## src/verilog/ihp_pkg.sv

```systemverilog
// Purpose: shared constants for the serial host pin, power and interrupt block
// Assumes: 40 MHz pclk, 32-bit APB data, 8-bit byte address
// Notes:   offsets are byte addresses, one aligned word per register
package ihp_pkg;
    // ************************************************************
    // clock and timing
    // ************************************************************
    localparam int CLK_MHZ        = 40;
    localparam int PG_SETTLE_NS   = 250;
    localparam int PG_SETTLE_CYC  = (PG_SETTLE_NS * CLK_MHZ + 999) / 1000;
    localparam int STUCK_US       = 25;
    localparam int STUCK_CYC      = STUCK_US * CLK_MHZ;
    localparam int CNT_W          = 11;

    // ************************************************************
    // bus and field widths
    // ************************************************************
    localparam int ADDR_W = 8;
    localparam int DATA_W = 32;
    localparam int HOLD_W = 16;
    localparam int LTR_W  = 16;
    localparam int EV_W   = 5;

    // ************************************************************
    // register offsets
    // ************************************************************
    localparam logic [ADDR_W-1:0] CTRL_OFS    = 8'h00;
    localparam logic [ADDR_W-1:0] HOLD_OFS    = 8'h04;
    localparam logic [ADDR_W-1:0] LTR_SW_OFS  = 8'h08;
    localparam logic [ADDR_W-1:0] LTR_HW_OFS  = 8'h0c;
    localparam logic [ADDR_W-1:0] LTR_CUR_OFS = 8'h10;
    localparam logic [ADDR_W-1:0] INT_ST_OFS  = 8'h14;
    localparam logic [ADDR_W-1:0] INT_CLR_OFS = 8'h18;
    localparam logic [ADDR_W-1:0] INT_EN_OFS  = 8'h1c;
    localparam logic [ADDR_W-1:0] STATUS_OFS  = 8'h20;

    // ************************************************************
    // field positions
    // ************************************************************
    localparam int CTRL_ALT      = 0;
    localparam int CTRL_LTR_SW   = 1;
    localparam int CTRL_IDLE_SDA = 2;
    localparam int CTRL_IDLE_SCL = 3;
    localparam int CTRL_W        = 4;
    localparam int EV_TXDONE     = 0;
    localparam int EV_NACK       = 1;
    localparam int EV_ARB        = 2;
    localparam int EV_STUCK      = 3;
    localparam int EV_PG         = 4;
    localparam int ST_GATED      = 0;
    localparam int ST_BUSY       = 1;
    localparam int ST_SDA        = 2;
    localparam int ST_SCL        = 3;
    localparam int ST_DMA        = 4;
    localparam int ST_ALT        = 5;
    localparam int ST_W          = 6;

    // ************************************************************
    // reset values
    // ************************************************************
    localparam logic [CTRL_W-1:0] CTRL_RST    = 4'h0;
    localparam logic [HOLD_W-1:0] HOLD_RST    = 16'h0004;
    localparam logic [LTR_W-1:0]  LTR_SW_RST  = 16'h0000;
    localparam logic [LTR_W-1:0]  LTR_ACT_RST = 16'h0000;
    localparam logic [LTR_W-1:0]  LTR_IDL_RST = 16'h0000;
    localparam logic [DATA_W-1:0] RD_ZERO     = 32'h0000_0000;

    // power gate sequencing
    typedef enum logic [1:0] {PG_ON, PG_ENTER, PG_OFF, PG_EXIT} ihp_pg_t;
endpackage

```

## src/verilog/ihp_ltr.sv

```systemverilog
// Purpose: picks the reported latency tolerance value and flags changes
// Assumes: mode, values and activity are stable for at least one cycle
// Notes:   update pulses once per change of the reported value
`timescale 1ns/1ps
module ihp_ltr
    import ihp_pkg::*;
(
    input  wire logic             pclk,       // block clock
    input  wire logic             presetn,    // async reset, low
    input  wire logic             sw_mode,    // driver supplies value
    input  wire logic             active,     // controller has work
    input  wire logic [LTR_W-1:0] sw_val,     // driver value
    input  wire logic [LTR_W-1:0] act_val,    // default value when active
    input  wire logic [LTR_W-1:0] idl_val,    // default value when idle
    output logic      [LTR_W-1:0] value,      // reported value
    output logic                  update      // one-cycle change strobe
);
    logic [LTR_W-1:0] value_next;

    // scheme select
    always_comb begin
        if (sw_mode) begin
            value_next = sw_val;
        end else begin
            value_next = active ? act_val : idl_val;
        end
    end

    // report to the power manager
    always_ff @(posedge pclk or negedge presetn) begin
        if (!presetn) begin
            value  <= LTR_IDL_RST;
            update <= 1'b0;
        end else begin
            value  <= value_next;
            update <= (value_next != value);
        end
    end
endmodule

```

## src/verilog/ihp_sda_hold.sv

```systemverilog
// Purpose: delays data line changes by a programmable count after clock fall
// Assumes: scl_fall is a one-cycle pulse from the sensed clock line
// Notes:   a hold of zero lets the request pass one cycle late
`timescale 1ns/1ps
module ihp_sda_hold
    import ihp_pkg::*;
(
    input  wire logic              pclk,        // block clock
    input  wire logic              presetn,     // async reset, low
    input  wire logic              sda_req,     // engine asks data low
    input  wire logic              scl_fall,    // sensed clock fell
    input  wire logic [HOLD_W-1:0] hold_cyc,    // hold in clock cycles
    output logic                   sda_low      // held data drive
);
    logic [HOLD_W-1:0] cnt_reg;

    // restart hold window on every clock fall
    always_ff @(posedge pclk or negedge presetn) begin
        if (!presetn) begin
            cnt_reg <= '0;
        end else if (scl_fall) begin
            cnt_reg <= hold_cyc;
        end else if (cnt_reg != '0) begin
            cnt_reg <= cnt_reg - 1'b1;
        end
    end

    // data follows request only outside the hold window
    always_ff @(posedge pclk or negedge presetn) begin
        if (!presetn) begin
            sda_low <= 1'b0;
        end else if (cnt_reg == '0 && !scl_fall) begin
            sda_low <= sda_req;
        end
    end
endmodule

```

## src/verilog/ihp_top.sv

```systemverilog
// Purpose: pin, power gate, latency report and interrupt side of one host
// Assumes: protocol engine drives the *_low requests; pins sampled on pclk
// Notes:   APB slave with zero wait states; unmapped address gives pslverr
//
// How it works
// - while gated, lines sit at the configured idle level.
// - during gate entry and exit the line drive is frozen.
// - latency tolerance is reported to the power manager from registers.
// - latency source is hardware state or driver value, by a control bit.
// - one interrupt output, high while an enabled event is pending.
// - cause is read from event status, status and the DMA flag.
// - pending events clear only by writing the clear register.
// - nack, lost data and stuck clock are latched as status.
// - data hold after clock fall is a writable cycle count.
// - lines are open drain: only driven low, pulled up outside.
// - controllers two to five may use an alternate pin pair.
//
// Implementation choices: the APB register port and the placing of the registers.
`timescale 1ns/1ps
module ihp_top
    import ihp_pkg::*;
#(
    parameter int CTRL_INDEX = 2                   // controller number 0..5
)(
    input  wire logic              pclk,                   // block clock
    input  wire logic              presetn,                // async reset, low
    input  wire logic              psel,                   // apb select
    input  wire logic              penable,                // apb enable
    input  wire logic              pwrite,                 // apb write
    input  wire logic [ADDR_W-1:0] paddr,                  // apb byte address
    input  wire logic [DATA_W-1:0] pwdata,                 // apb write data
    output logic      [DATA_W-1:0] prdata,                 // apb read data
    output logic                   pready,                 // apb ready
    output logic                   pslverr,                // apb error
    output logic                   irq,                    // service request
    input  wire logic              eng_sda_low,            // engine data low
    input  wire logic              eng_scl_low,            // engine clock low
    input  wire logic              eng_busy,               // transfer active
    input  wire logic              eng_data_phase,         // data bit window
    input  wire logic              eng_nack,               // nack pulse
    input  wire logic              eng_tx_done,            // transmit done pulse
    input  wire logic              dma_irq,                // dma pending level
    input  wire logic              pg_req,                 // power gate request
    output logic                   pg_gated,               // bus is gated
    output logic      [LTR_W-1:0]  ltr_value,              // reported latency
    output logic                   ltr_update,             // latency changed
    input  wire logic              link_data_line_in,      // primary data in
    output logic                   link_data_line_out,     // primary data out
    output logic                   link_data_line_oe,      // primary data drive
    input  wire logic              link_clock_line_in,     // primary clock in
    output logic                   link_clock_line_out,    // primary clock out
    output logic                   link_clock_line_oe,     // primary clock drive
    input  wire logic              link_alt_data_line_in,  // alternate data in
    output logic                   link_alt_data_line_out, // alternate data out
    output logic                   link_alt_data_line_oe,  // alternate data drive
    input  wire logic              link_alt_clock_line_in, // alternate clock in
    output logic                   link_alt_clock_line_out,// alternate clock out
    output logic                   link_alt_clock_line_oe  // alternate clock drive
);
    localparam bit HAS_ALT = (CTRL_INDEX >= 2);

    // ************************************************************
    // elaboration checks
    // ************************************************************
    if (CTRL_INDEX < 0 || CTRL_INDEX > 5) begin : g_bad_index
        $error("controller index must lie in 0..5");
    end
    if (PG_SETTLE_CYC < 1 || STUCK_CYC >= (1 << CNT_W)) begin : g_bad_time
        $error("timing counts do not fit the counters");
    end

    function automatic logic hit(input logic [ADDR_W-1:0] a, input logic [ADDR_W-1:0] ofs);
        hit = (a == ofs);
    endfunction

    logic [CTRL_W-1:0] ctrl_reg;
    logic [HOLD_W-1:0] hold_reg;
    logic [LTR_W-1:0]  ltr_sw_reg;
    logic [LTR_W-1:0]  ltr_act_reg;
    logic [LTR_W-1:0]  ltr_idl_reg;
    logic [EV_W-1:0]   int_st_reg;
    logic [EV_W-1:0]   int_en_reg;
    logic [EV_W-1:0]   ev;
    logic [EV_W-1:0]   clr;
    logic              alt_reg;
    logic              drv_sda_reg;
    logic              drv_scl_reg;
    logic              scl_q_reg;
    logic              sda_held;
    logic              sda_in;
    logic              scl_in;
    logic              scl_fall;
    logic              scl_rise;
    logic              wr_acc;
    logic              setup;
    logic              pg_done;
    logic              stuck_hit;
    logic [CNT_W-1:0]  pg_cnt_reg;
    logic [CNT_W-1:0]  stuck_cnt_reg;
    logic [ST_W-1:0]   status;
    logic              addr_ok;
    logic [DATA_W-1:0] rd_next;
    ihp_pg_t           pg_reg;
    ihp_pg_t           pg_next;

    // ************************************************************
    // apb access decode
    // ************************************************************
    assign setup  = psel && !penable;
    assign wr_acc = psel && penable && pready && pwrite;
    assign clr    = (wr_acc && hit(paddr, INT_CLR_OFS)) ? pwdata[EV_W-1:0] : '0;

    // read mux and address check
    always_comb begin
        addr_ok = 1'b1;
        rd_next = RD_ZERO;
        case (paddr)
            CTRL_OFS:    rd_next[CTRL_W-1:0] = ctrl_reg;
            HOLD_OFS:    rd_next[HOLD_W-1:0] = hold_reg;
            LTR_SW_OFS:  rd_next[LTR_W-1:0] = ltr_sw_reg;
            LTR_HW_OFS:  rd_next = {ltr_idl_reg, ltr_act_reg};
            LTR_CUR_OFS: rd_next[LTR_W-1:0] = ltr_value;
            INT_ST_OFS:  rd_next[EV_W-1:0] = int_st_reg;
            INT_CLR_OFS: rd_next = RD_ZERO;
            INT_EN_OFS:  rd_next[EV_W-1:0] = int_en_reg;
            STATUS_OFS:  rd_next[ST_W-1:0] = status;
            default:     addr_ok = 1'b0;
        endcase
    end

    // answer in the first access cycle
    always_ff @(posedge pclk or negedge presetn) begin
        if (!presetn) begin
            prdata  <= RD_ZERO;
            pready  <= 1'b0;
            pslverr <= 1'b0;
        end else begin
            pready  <= setup;
            pslverr <= setup && !addr_ok;
            if (setup && !pwrite) begin
                prdata <= rd_next;
            end
        end
    end

    // ************************************************************
    // writable registers
    // ************************************************************
    always_ff @(posedge pclk or negedge presetn) begin
        if (!presetn) begin
            ctrl_reg    <= CTRL_RST;
            hold_reg    <= HOLD_RST;
            ltr_sw_reg  <= LTR_SW_RST;
            ltr_act_reg <= LTR_ACT_RST;
            ltr_idl_reg <= LTR_IDL_RST;
            int_en_reg  <= '0;
        end else if (wr_acc) begin
            if (hit(paddr, CTRL_OFS)) begin
                ctrl_reg <= pwdata[CTRL_W-1:0];
            end
            if (hit(paddr, HOLD_OFS)) begin
                hold_reg <= pwdata[HOLD_W-1:0];
            end
            if (hit(paddr, LTR_SW_OFS)) begin
                ltr_sw_reg <= pwdata[LTR_W-1:0];
            end
            if (hit(paddr, LTR_HW_OFS)) begin
                ltr_act_reg <= pwdata[LTR_W-1:0];
                ltr_idl_reg <= pwdata[DATA_W-1:LTR_W];
            end
            if (hit(paddr, INT_EN_OFS)) begin
                int_en_reg <= pwdata[EV_W-1:0];
            end
        end
    end

    // ************************************************************
    // pin pair selection
    // ************************************************************
    // switch pairs only between transfers
    always_ff @(posedge pclk or negedge presetn) begin
        if (!presetn) begin
            alt_reg <= 1'b0;
        end else if (!eng_busy) begin
            alt_reg <= HAS_ALT && ctrl_reg[CTRL_ALT];
        end
    end

    // sensed levels of the pair in use
    assign sda_in = alt_reg ? link_alt_data_line_in : link_data_line_in;
    assign scl_in = alt_reg ? link_alt_clock_line_in : link_clock_line_in;

    // clock edge tracking
    always_ff @(posedge pclk or negedge presetn) begin
        if (!presetn) begin
            scl_q_reg <= 1'b1;
        end else begin
            scl_q_reg <= scl_in;
        end
    end

    assign scl_fall = scl_q_reg && !scl_in;
    assign scl_rise = !scl_q_reg && scl_in;

    // data hold after clock fall
    ihp_sda_hold u_hold (
        .pclk     (pclk),
        .presetn  (presetn),
        .sda_req  (eng_sda_low),
        .scl_fall (scl_fall),
        .hold_cyc (hold_reg),
        .sda_low  (sda_held)
    );

    // ************************************************************
    // power gate sequencing
    // ************************************************************
    always_comb begin
        pg_next = pg_reg;
        case (pg_reg)
            PG_ON:    if (pg_req && !eng_busy) pg_next = PG_ENTER;
            PG_ENTER: if (pg_cnt_reg == '0) pg_next = PG_OFF;
            PG_OFF:   if (!pg_req) pg_next = PG_EXIT;
            PG_EXIT:  if (pg_cnt_reg == '0) pg_next = PG_ON;
            default:  pg_next = PG_ON;
        endcase
    end

    assign pg_done = (pg_reg == PG_ENTER || pg_reg == PG_EXIT) && pg_cnt_reg == '0;

    // state and settle counter
    always_ff @(posedge pclk or negedge presetn) begin
        if (!presetn) begin
            pg_reg     <= PG_ON;
            pg_cnt_reg <= '0;
            pg_gated   <= 1'b0;
        end else begin
            pg_reg   <= pg_next;
            pg_gated <= (pg_next != PG_ON);
            if (pg_next != pg_reg) begin
                pg_cnt_reg <= CNT_W'(PG_SETTLE_CYC - 1);
            end else if (pg_cnt_reg != '0) begin
                pg_cnt_reg <= pg_cnt_reg - 1'b1;
            end
        end
    end

    // line drive per power state
    always_ff @(posedge pclk or negedge presetn) begin
        if (!presetn) begin
            drv_sda_reg <= 1'b0;
            drv_scl_reg <= 1'b0;
        end else begin
            case (pg_reg)
                PG_ON: begin
                    drv_sda_reg <= sda_held;
                    drv_scl_reg <= eng_scl_low;
                end
                PG_OFF: begin
                    drv_sda_reg <= ctrl_reg[CTRL_IDLE_SDA];
                    drv_scl_reg <= ctrl_reg[CTRL_IDLE_SCL];
                end
                default: begin
                    drv_sda_reg <= drv_sda_reg;
                    drv_scl_reg <= drv_scl_reg;
                end
            endcase
        end
    end

    // open-drain pins, selected pair only
    always_ff @(posedge pclk or negedge presetn) begin
        if (!presetn) begin
            link_data_line_out      <= 1'b0;
            link_clock_line_out     <= 1'b0;
            link_alt_data_line_out  <= 1'b0;
            link_alt_clock_line_out <= 1'b0;
            link_data_line_oe       <= 1'b0;
            link_clock_line_oe      <= 1'b0;
            link_alt_data_line_oe   <= 1'b0;
            link_alt_clock_line_oe  <= 1'b0;
        end else begin
            link_data_line_out      <= 1'b0;
            link_clock_line_out     <= 1'b0;
            link_alt_data_line_out  <= 1'b0;
            link_alt_clock_line_out <= 1'b0;
            link_data_line_oe       <= drv_sda_reg && !alt_reg;
            link_clock_line_oe      <= drv_scl_reg && !alt_reg;
            link_alt_data_line_oe   <= drv_sda_reg && alt_reg;
            link_alt_clock_line_oe  <= drv_scl_reg && alt_reg;
        end
    end

    // ************************************************************
    // bus error detection
    // ************************************************************
    // clock held low by someone else
    always_ff @(posedge pclk or negedge presetn) begin
        if (!presetn) begin
            stuck_cnt_reg <= '0;
        end else if (scl_in || drv_scl_reg || pg_reg != PG_ON) begin
            stuck_cnt_reg <= '0;
        end else if (stuck_cnt_reg != CNT_W'(STUCK_CYC)) begin
            stuck_cnt_reg <= stuck_cnt_reg + 1'b1;
        end
    end

    assign stuck_hit = (stuck_cnt_reg == CNT_W'(STUCK_CYC - 1)) && !scl_in && !drv_scl_reg
                       && pg_reg == PG_ON;

    // event sources
    always_comb begin
        ev            = '0;
        ev[EV_TXDONE] = eng_tx_done;
        ev[EV_NACK]   = eng_nack;
        ev[EV_ARB]    = scl_rise && eng_data_phase && !drv_sda_reg && !sda_in;
        ev[EV_STUCK]  = stuck_hit;
        ev[EV_PG]     = pg_done;
    end

    // ************************************************************
    // interrupt status and output
    // ************************************************************
    // sticky events, set wins over clear
    always_ff @(posedge pclk or negedge presetn) begin
        if (!presetn) begin
            int_st_reg <= '0;
        end else begin
            int_st_reg <= (int_st_reg & ~clr) | ev;
        end
    end

    // single level interrupt
    always_ff @(posedge pclk or negedge presetn) begin
        if (!presetn) begin
            irq <= 1'b0;
        end else begin
            irq <= |(int_st_reg & int_en_reg) || dma_irq;
        end
    end

    // live status view
    always_comb begin
        status           = '0;
        status[ST_GATED] = pg_gated;
        status[ST_BUSY]  = eng_busy;
        status[ST_SDA]   = sda_in;
        status[ST_SCL]   = scl_in;
        status[ST_DMA]   = dma_irq;
        status[ST_ALT]   = alt_reg;
    end

    // ************************************************************
    // latency tolerance reporting
    // ************************************************************
    ihp_ltr u_ltr (
        .pclk    (pclk),
        .presetn (presetn),
        .sw_mode (ctrl_reg[CTRL_LTR_SW]),
        .active  (eng_busy && pg_reg == PG_ON),
        .sw_val  (ltr_sw_reg),
        .act_val (ltr_act_reg),
        .idl_val (ltr_idl_reg),
        .value   (ltr_value),
        .update  (ltr_update)
    );
endmodule
```

## config.mk

```make
export PLATFORM = sky130hd
export DESIGN_NAME = ihp_top
export DESIGN_NICKNAME = d
export VERILOG_FILES = /design/src/verilog/ihp_pkg.sv /design/src/verilog/ihp_ltr.sv /design/src/verilog/ihp_sda_hold.sv /design/src/verilog/ihp_top.sv
export SDC_FILE = /design/constraint.sdc
export NUM_CORES = 1
export LEC_CHECK = 0
export BUFFER_PORTS_ARGS = -buffer_cell sky130_fd_sc_hd__buf_2
export CAP_MARGIN = 20
export CORE_UTILIZATION = 55
export DETAILED_ROUTE_END_ITERATION = 6
export GPL_TIMING_DRIVEN = 0
export MAX_ROUTING_LAYER = met4
export PLACE_DENSITY = 0.77
export SYNTH_ARGS = -nofsm -noshare
export SYNTH_HDL_FRONTEND = slang
export SYNTH_SLANG_ARGS = --single-unit
```

## constraint.sdc

```tcl
create_clock -name pclk -period 4.8 [get_ports pclk]
set_clock_uncertainty 0.05 [all_clocks]
set_input_delay 0.72 -clock pclk [delete_from_list [all_inputs] [get_ports pclk]]
set_output_delay 0.72 -clock pclk [all_outputs]
set_load 0.01 [all_outputs]
```

* After elaboration in Yosys (flattened, before gate mapping) *
Cells that the tools add are included.

storage, ports and cells
  memories = 0
  output and inout port bits = 61
  input bits = 57
  word-level logic and storage cells = 130
  bits in registers = 180
  ROM bits = 0
  memory bits (writable) = 0
  latch bits = 0

cells by class
  reductions and logical operators = 57
  order comparisons = 0
  add/subtract/negate cells = 3
  eq/ne operators = 15
  divide/modulo/power cells = 0
  bitwise gates (word level) = 4
  multipliers = 0
  shift operators = 0
  mux-type cells = 24

operator list
  kind                                                                       count
  16-bit 2-to-1 mux                                                          5
  11-bit 2-to-1 mux                                                          4
  10-bit one-hot mux with 4 select lines                                     1
  8-bit by 5-bit == test with 1-bit output, second input constant            4
  4-bit one-hot mux with 8 select lines                                      1
  1-bit logical AND                                                          23
  8-bit by 4-bit == test with 1-bit output, second input constant            2
  16-bit zero test                                                           1
  16-bit inequality test                                                     1
  16-bit nonzero test                                                        1
  16-bit by 1-bit subtractor with 16-bit output, second input constant       1
  2-bit nonzero test                                                         6
  11-bit by 1-bit adder with 11-bit output, second input constant            1
  11-bit by 10-bit == test with 1-bit output, second input constant          1
  1-bit zero test                                                            11
  11-bit zero test                                                           1
  11-bit by 10-bit inequality test with 1-bit output, second input constant  1
  11-bit nonzero test                                                        1
  11-bit by 1-bit subtractor with 11-bit output, second input constant       1
  5-bit AND                                                                  2
  2-bit AND reduction                                                        5
  9-bit OR reduction                                                         1
  8-bit by 3-bit == test with 1-bit output, second input constant            1
  8-bit by 6-bit == test with 1-bit output, second input constant            1
  16 further kinds                                                           26

* Logic depth before layout (Yosys ltp) *
  word-level depth = 8
  gate-level depth with buffers = 9
  mapped depth without buffers = 8

* Hierarchy *
Synthesis repeated with hierarchy kept, for this count alone.

unflattened totals
  cells, all modules = 744
  area total of the unflattened synthesis = 8814.7 sq um

by module, submodules not included
  module        cells each  area each (sq um)  times used  seq. area each (sq um)
  ihp_top       543         6817.8             1           3656.0
  ihp_sda_hold  110         1043.5             1           425.4
  ihp_ltr       91          953.4              1           425.4

* Worst setup path after synthesis *
OpenSTA, ideal clock, no wires.

  kind = reg-to-reg
  from = reg u_hold.cnt_reg[0]
  to = reg u_hold.cnt_reg[14]
  stages on the path, launching flop included = 9
  library setup time = 121 ps
  path buffers = 0
  period minus slack after synthesis = 2535 ps
  data arrival time = 2364 ps
  data required time = 4629 ps
  setup slack = 2265 ps
  cell sequence = dfrtp_1 > inv_1 > ha_1 > or3b_2 > or4_1 > or4_1 > nor3_2 > xor2_1 > a22o_1

on the way
  cells in the longest elaborated chain, start to end = 3
  elaborated cells between the ends (all ways) = 5
  classes of those cells = add/sub (1); mux (2); reduce/logical (2)

RTL lines
  element                                        line                text
  start, declared                                ihp_sda_hold.sv:15  logic [HOLD_W-1:0] cnt_reg;
  start signal, assigned                         ihp_sda_hold.sv:22  cnt_reg <= hold_cyc;
  start signal, assigned                         ihp_sda_hold.sv:24  cnt_reg <= cnt_reg - 1'b1;
  16-bit by 1-bit subtractor with 16-bit output  ihp_sda_hold.sv:24
  16-bit 2-to-1 mux                              ihp_sda_hold.sv:23  end else if (cnt_reg != '0) begin
  16-bit 2-to-1 mux                              ihp_sda_hold.sv:21  end else if (scl_fall) begin

Parallel ways exist; a longest one is shown, timed or not. The select of a mux whose other input is x is not followed.
A chain may end at the register's enable or synchronous reset.

* Worst setup path after layout *
  from = reg pg_reg[0]
  to = reg u_ltr.update

on the way
  cells in the longest elaborated chain, start to end = 5

RTL lines
  element                 line            text
  start, declared         ihp_top.sv:103  ihp_pg_t pg_reg;
  start signal, assigned  ihp_top.sv:238  pg_reg <= pg_next;
  2-bit zero test         ihp_top.sv:360  .active (eng_busy && pg_reg == PG_ON),
  1-bit logical AND       ihp_top.sv:360
  16-bit 2-to-1 mux       ihp_ltr.sv:25   value_next = active ? act_val : idl_val;
  16-bit 2-to-1 mux       ihp_ltr.sv:22   if (sw_mode) begin
  16-bit inequality test  ihp_ltr.sv:36   update <= (value_next != value);
  end signal, assigned    ihp_ltr.sv:36
  end, declared           ihp_ltr.sv:16   output logic update

No other way between the ends.

==> flow_metrics.tcl <==
set metrics [dict create \
    h-tree-depth 4 \
    synthTopCellsByArea "dfrtp_1 (50%), mux2_2 (9.8%), nand2_1 (4.9%)" \
    drive_above_1_share 0.243 \
    synth_top_area_cell "dfrtp_1" \
    rows 46 \
    setup_tns_ps 0 \
    nets 1039 \
    cts_resized 0 \
    first_pass_iters 7 \
    tightest_slew_ps 1240 \
    drt-total-wl_mm 23.3 \
    synth_top_area_frac 0.503 \
    setup_viol 0 \
    timing.final.crit_share 0.627 \
    crit_path_start_kind "register" \
    cp-startpoint "pg_reg[0]" \
    avgSynthCellArea_um2 10.5 \
    cp.arrival_ps 3320 \
    yosys-top-cells-count "dfrtp_1 (178), nand2_1 (115), mux2_2 (77)" \
    clkTransAtPathRegs_ps 70 \
    crit_buf_inv 2 \
    antenna_found_initial 0 \
    slowest_delay_ps 1040 \
    gr-total-overflow 0 \
    layout-area-overhead-vs-synth_pct 16.2 \
    hold_viol 0 \
    cp_cell_sequence "clkbuf_1, nor3b_1, clkbuf_1, a21oi_1, a21oi_1, nor4_1, nand3_1" \
    min_path_type "primary input to asynchronous set/reset pin" \
    die_area_um2 16600 \
    die_y_um 129 \
    cts_sinks 180 \
    synth_edf_count 0 \
    pin_count 118 \
    grt_pass1_vias 6727 \
    die_w_um 129 \
    synthDistinctLibCells 63 \
    ant_nets 0 \
    worstReg2RegStart "pg_reg[0]" \
    rsz0062_at_grt "false" \
    cts_root_buffer "clkbuf_16" \
    vias 7094 \
    synth-main-ff-cell "dfrtp_1" \
    drt_iter0_drc 724 \
    io_buffers 110 \
    final_cells 1206 \
    critPathCapture "u_ltr.update" \
    synth_compound_area_frac 0.107 \
    timing.fmax_ghz 0.332 \
    fp.coreArea_um2 15800 \
    cp.depth 7 \
    synth-seq-area-share 0.509 \
    crit_type "register to register" \
    timing.rr.end "u_ltr.update" \
    synthXorXnorAreaFrac 0.0524 \
    synth.most_common_cell "dfrtp_1" \
    synth_simple_gate_area_frac 0.166 \
    synth-seq-cells 180 \
    synth_top_family_by_area "simple AND/OR/NAND/NOR gates" \
    required_ps 5110 \
    cpMaxStageDelayCell "nor3b_1" \
    clock_latency_ps 430 \
    dpl.hpwl_mm 17.1 \
    finalCriticalPeriod_ps 3010 \
    status "finished, final reports clean" \
    antennaDiodeCount 0 \
    initial_utilization 0.560 \
    total_power_mw 3.68 \
    cts_hold_buf 0 \
    worstPathMaxFanout 10 \
    largest_reg_flops 32 \
    syn-instance-count 844 \
    post-route-drc-count 0 \
    clk_path_buf_depth 2 \
    end_kind "register" \
    worstRegToRegCells 7 \
    synth.mux.area_fraction 0.126 \
    reg2reg_setup_slack_ps 1790 \
    place_inst 1174 \
    cts-buffers-inserted 17 \
    regMostFlops "prdata" \
    power.leakage_nw 5.01 \
    yosysWarnings 0 \
    slew_viol_final 0 \
    gp_congestion 1.04 \
    slew_headroom 0.169 \
    grt_start_max_net_pins 123 \
    num-fill-cells 1286 \
    synth_fa_ha_area_frac 0.00706 \
    max-vdd-ir-drop_mv 0.286 \
    power.density_nw_per_um2 358 \
    viasPerCell 5.88 \
    grt_pass1_wl_mm 36.4 \
    syn_area_um2 8860 \
    synthArstFlopShare 1.00 \
    grt_usage 0.303 \
    critical_path.top_delay_family "simple AND/OR/NAND/NOR gates" \
    wl_per_cell_um 19.3 \
    cts_tree "built" \
    maxCapViolCount 0 \
    postCtsSetupBuffers 0 \
]
==> layer usage <==
layer | routed length [um] | GRT usage
met1 | 10300 | 0.412
met2 | 10800 | 0.459
met3 | 1620 | 0.0595
met4 | 516 | 0.0920
met5 | 0 | -
==> cells in the final DEF (no fill, tap or decap), types with 4 or more instances in the layout <==
| master | count |
|---|---|
| o22ai_1 | 7 |
| and3_1 | 5 |
| clkinv_2 | 4 |
| nor2_1 | 52 |
| buf_2 | 110 |
| dfrtp_1 | 178 |
| a21oi_1 | 23 |
| o21ai_0 | 32 |
| clkbuf_1 | 34 |
| ha_1 | 5 |
| o31ai_1 | 5 |
| buf_4 | 4 |
| a221oi_1 | 5 |
| clkbuf_16 | 17 |
| nor4_1 | 12 |
| a31oi_1 | 7 |
| or4_1 | 7 |
| a22oi_1 | 4 |
| mux2_2 | 77 |
| mux2i_1 | 23 |
| inv_1 | 24 |
| nor3_1 | 25 |
| nand3_1 | 30 |
| a211oi_1 | 4 |
| xnor2_1 | 26 |
| buf_1 | 4 |
| nand2b_1 | 7 |
| conb_1 | 4 |
| a22o_1 | 13 |
| nor2b_1 | 14 |
| or3_1 | 6 |
| and2_1 | 4 |
| xor2_1 | 27 |
| nand4_1 | 5 |
| nand2_1 | 115 |
| a222oi_1 | 11 |
==> cells by family after synthesis <==
group | after synthesis
buffers and inverters | 68
adder cells (fa/ha/maj) | 5
AND/OR/NAND/NOR | 301
AO/OA/AOI/OAI | 135
XOR/XNOR | 53
flip-flops | 180
multiplexers | 101
other | 1
==> layout make-up <==
class	count	area, um^2	area share
Buffer	44	196	0.0191
Clock buffer	19	443	0.0430
Clock inverter	13	124	0.0120
Inverter	24	90.1	0.00875
Multi-Input combinational cell	599	4070	0.396
Sequential cell	180	4510	0.438
Tap cell	216	270	0.0263
Timing Repair Buffer	111	588	0.0571
==> how the worst min path moves through the flow <==
stage	startpoint	endpoint	slack [ps]
6_report	presetn	pg_cnt_reg[4]	160
5_1_grt	presetn	pg_cnt_reg[10]	180
4_1_cts	presetn	pg_cnt_reg[10]	170
3_5_place_dp	prdata[26]	prdata[26]	400
3_3_place_gp	prdata[23]	prdata[23]	400
2_1_floorplan	presetn	alt_reg	370
==> report_power, final <==
| part | leakage, nW | internal (mW) | total [mW] | switching, mW |
|---|---|---|---|---|
| sequential | 2.43 | 1.64 | 1.76 | 0.124 |
| clock | 0.281 | 0.737 | 1.34 | 0.606 |
| combinational | 2.30 | 0.250 | 0.575 | 0.325 |
==> per-stage QoR <==
stage / hold slack [ps] / setup slack, ps / area (um^2) / util
6_report: 165 / 1790 / 10300 / 0.650
5_1_grt: 185 / 1750 / 10300 / 0.650
4_1_cts: 173 / 1920 / 10300 / 0.650
3_5_place_dp: 404 / 1520 / 9730 / 0.614
3_3_place_gp: 402 / 131 / 9690 / 0.612
2_1_floorplan: 374 / 2260 / 8870 / -
Note: power is estimated with default switching activity, not from simulation.
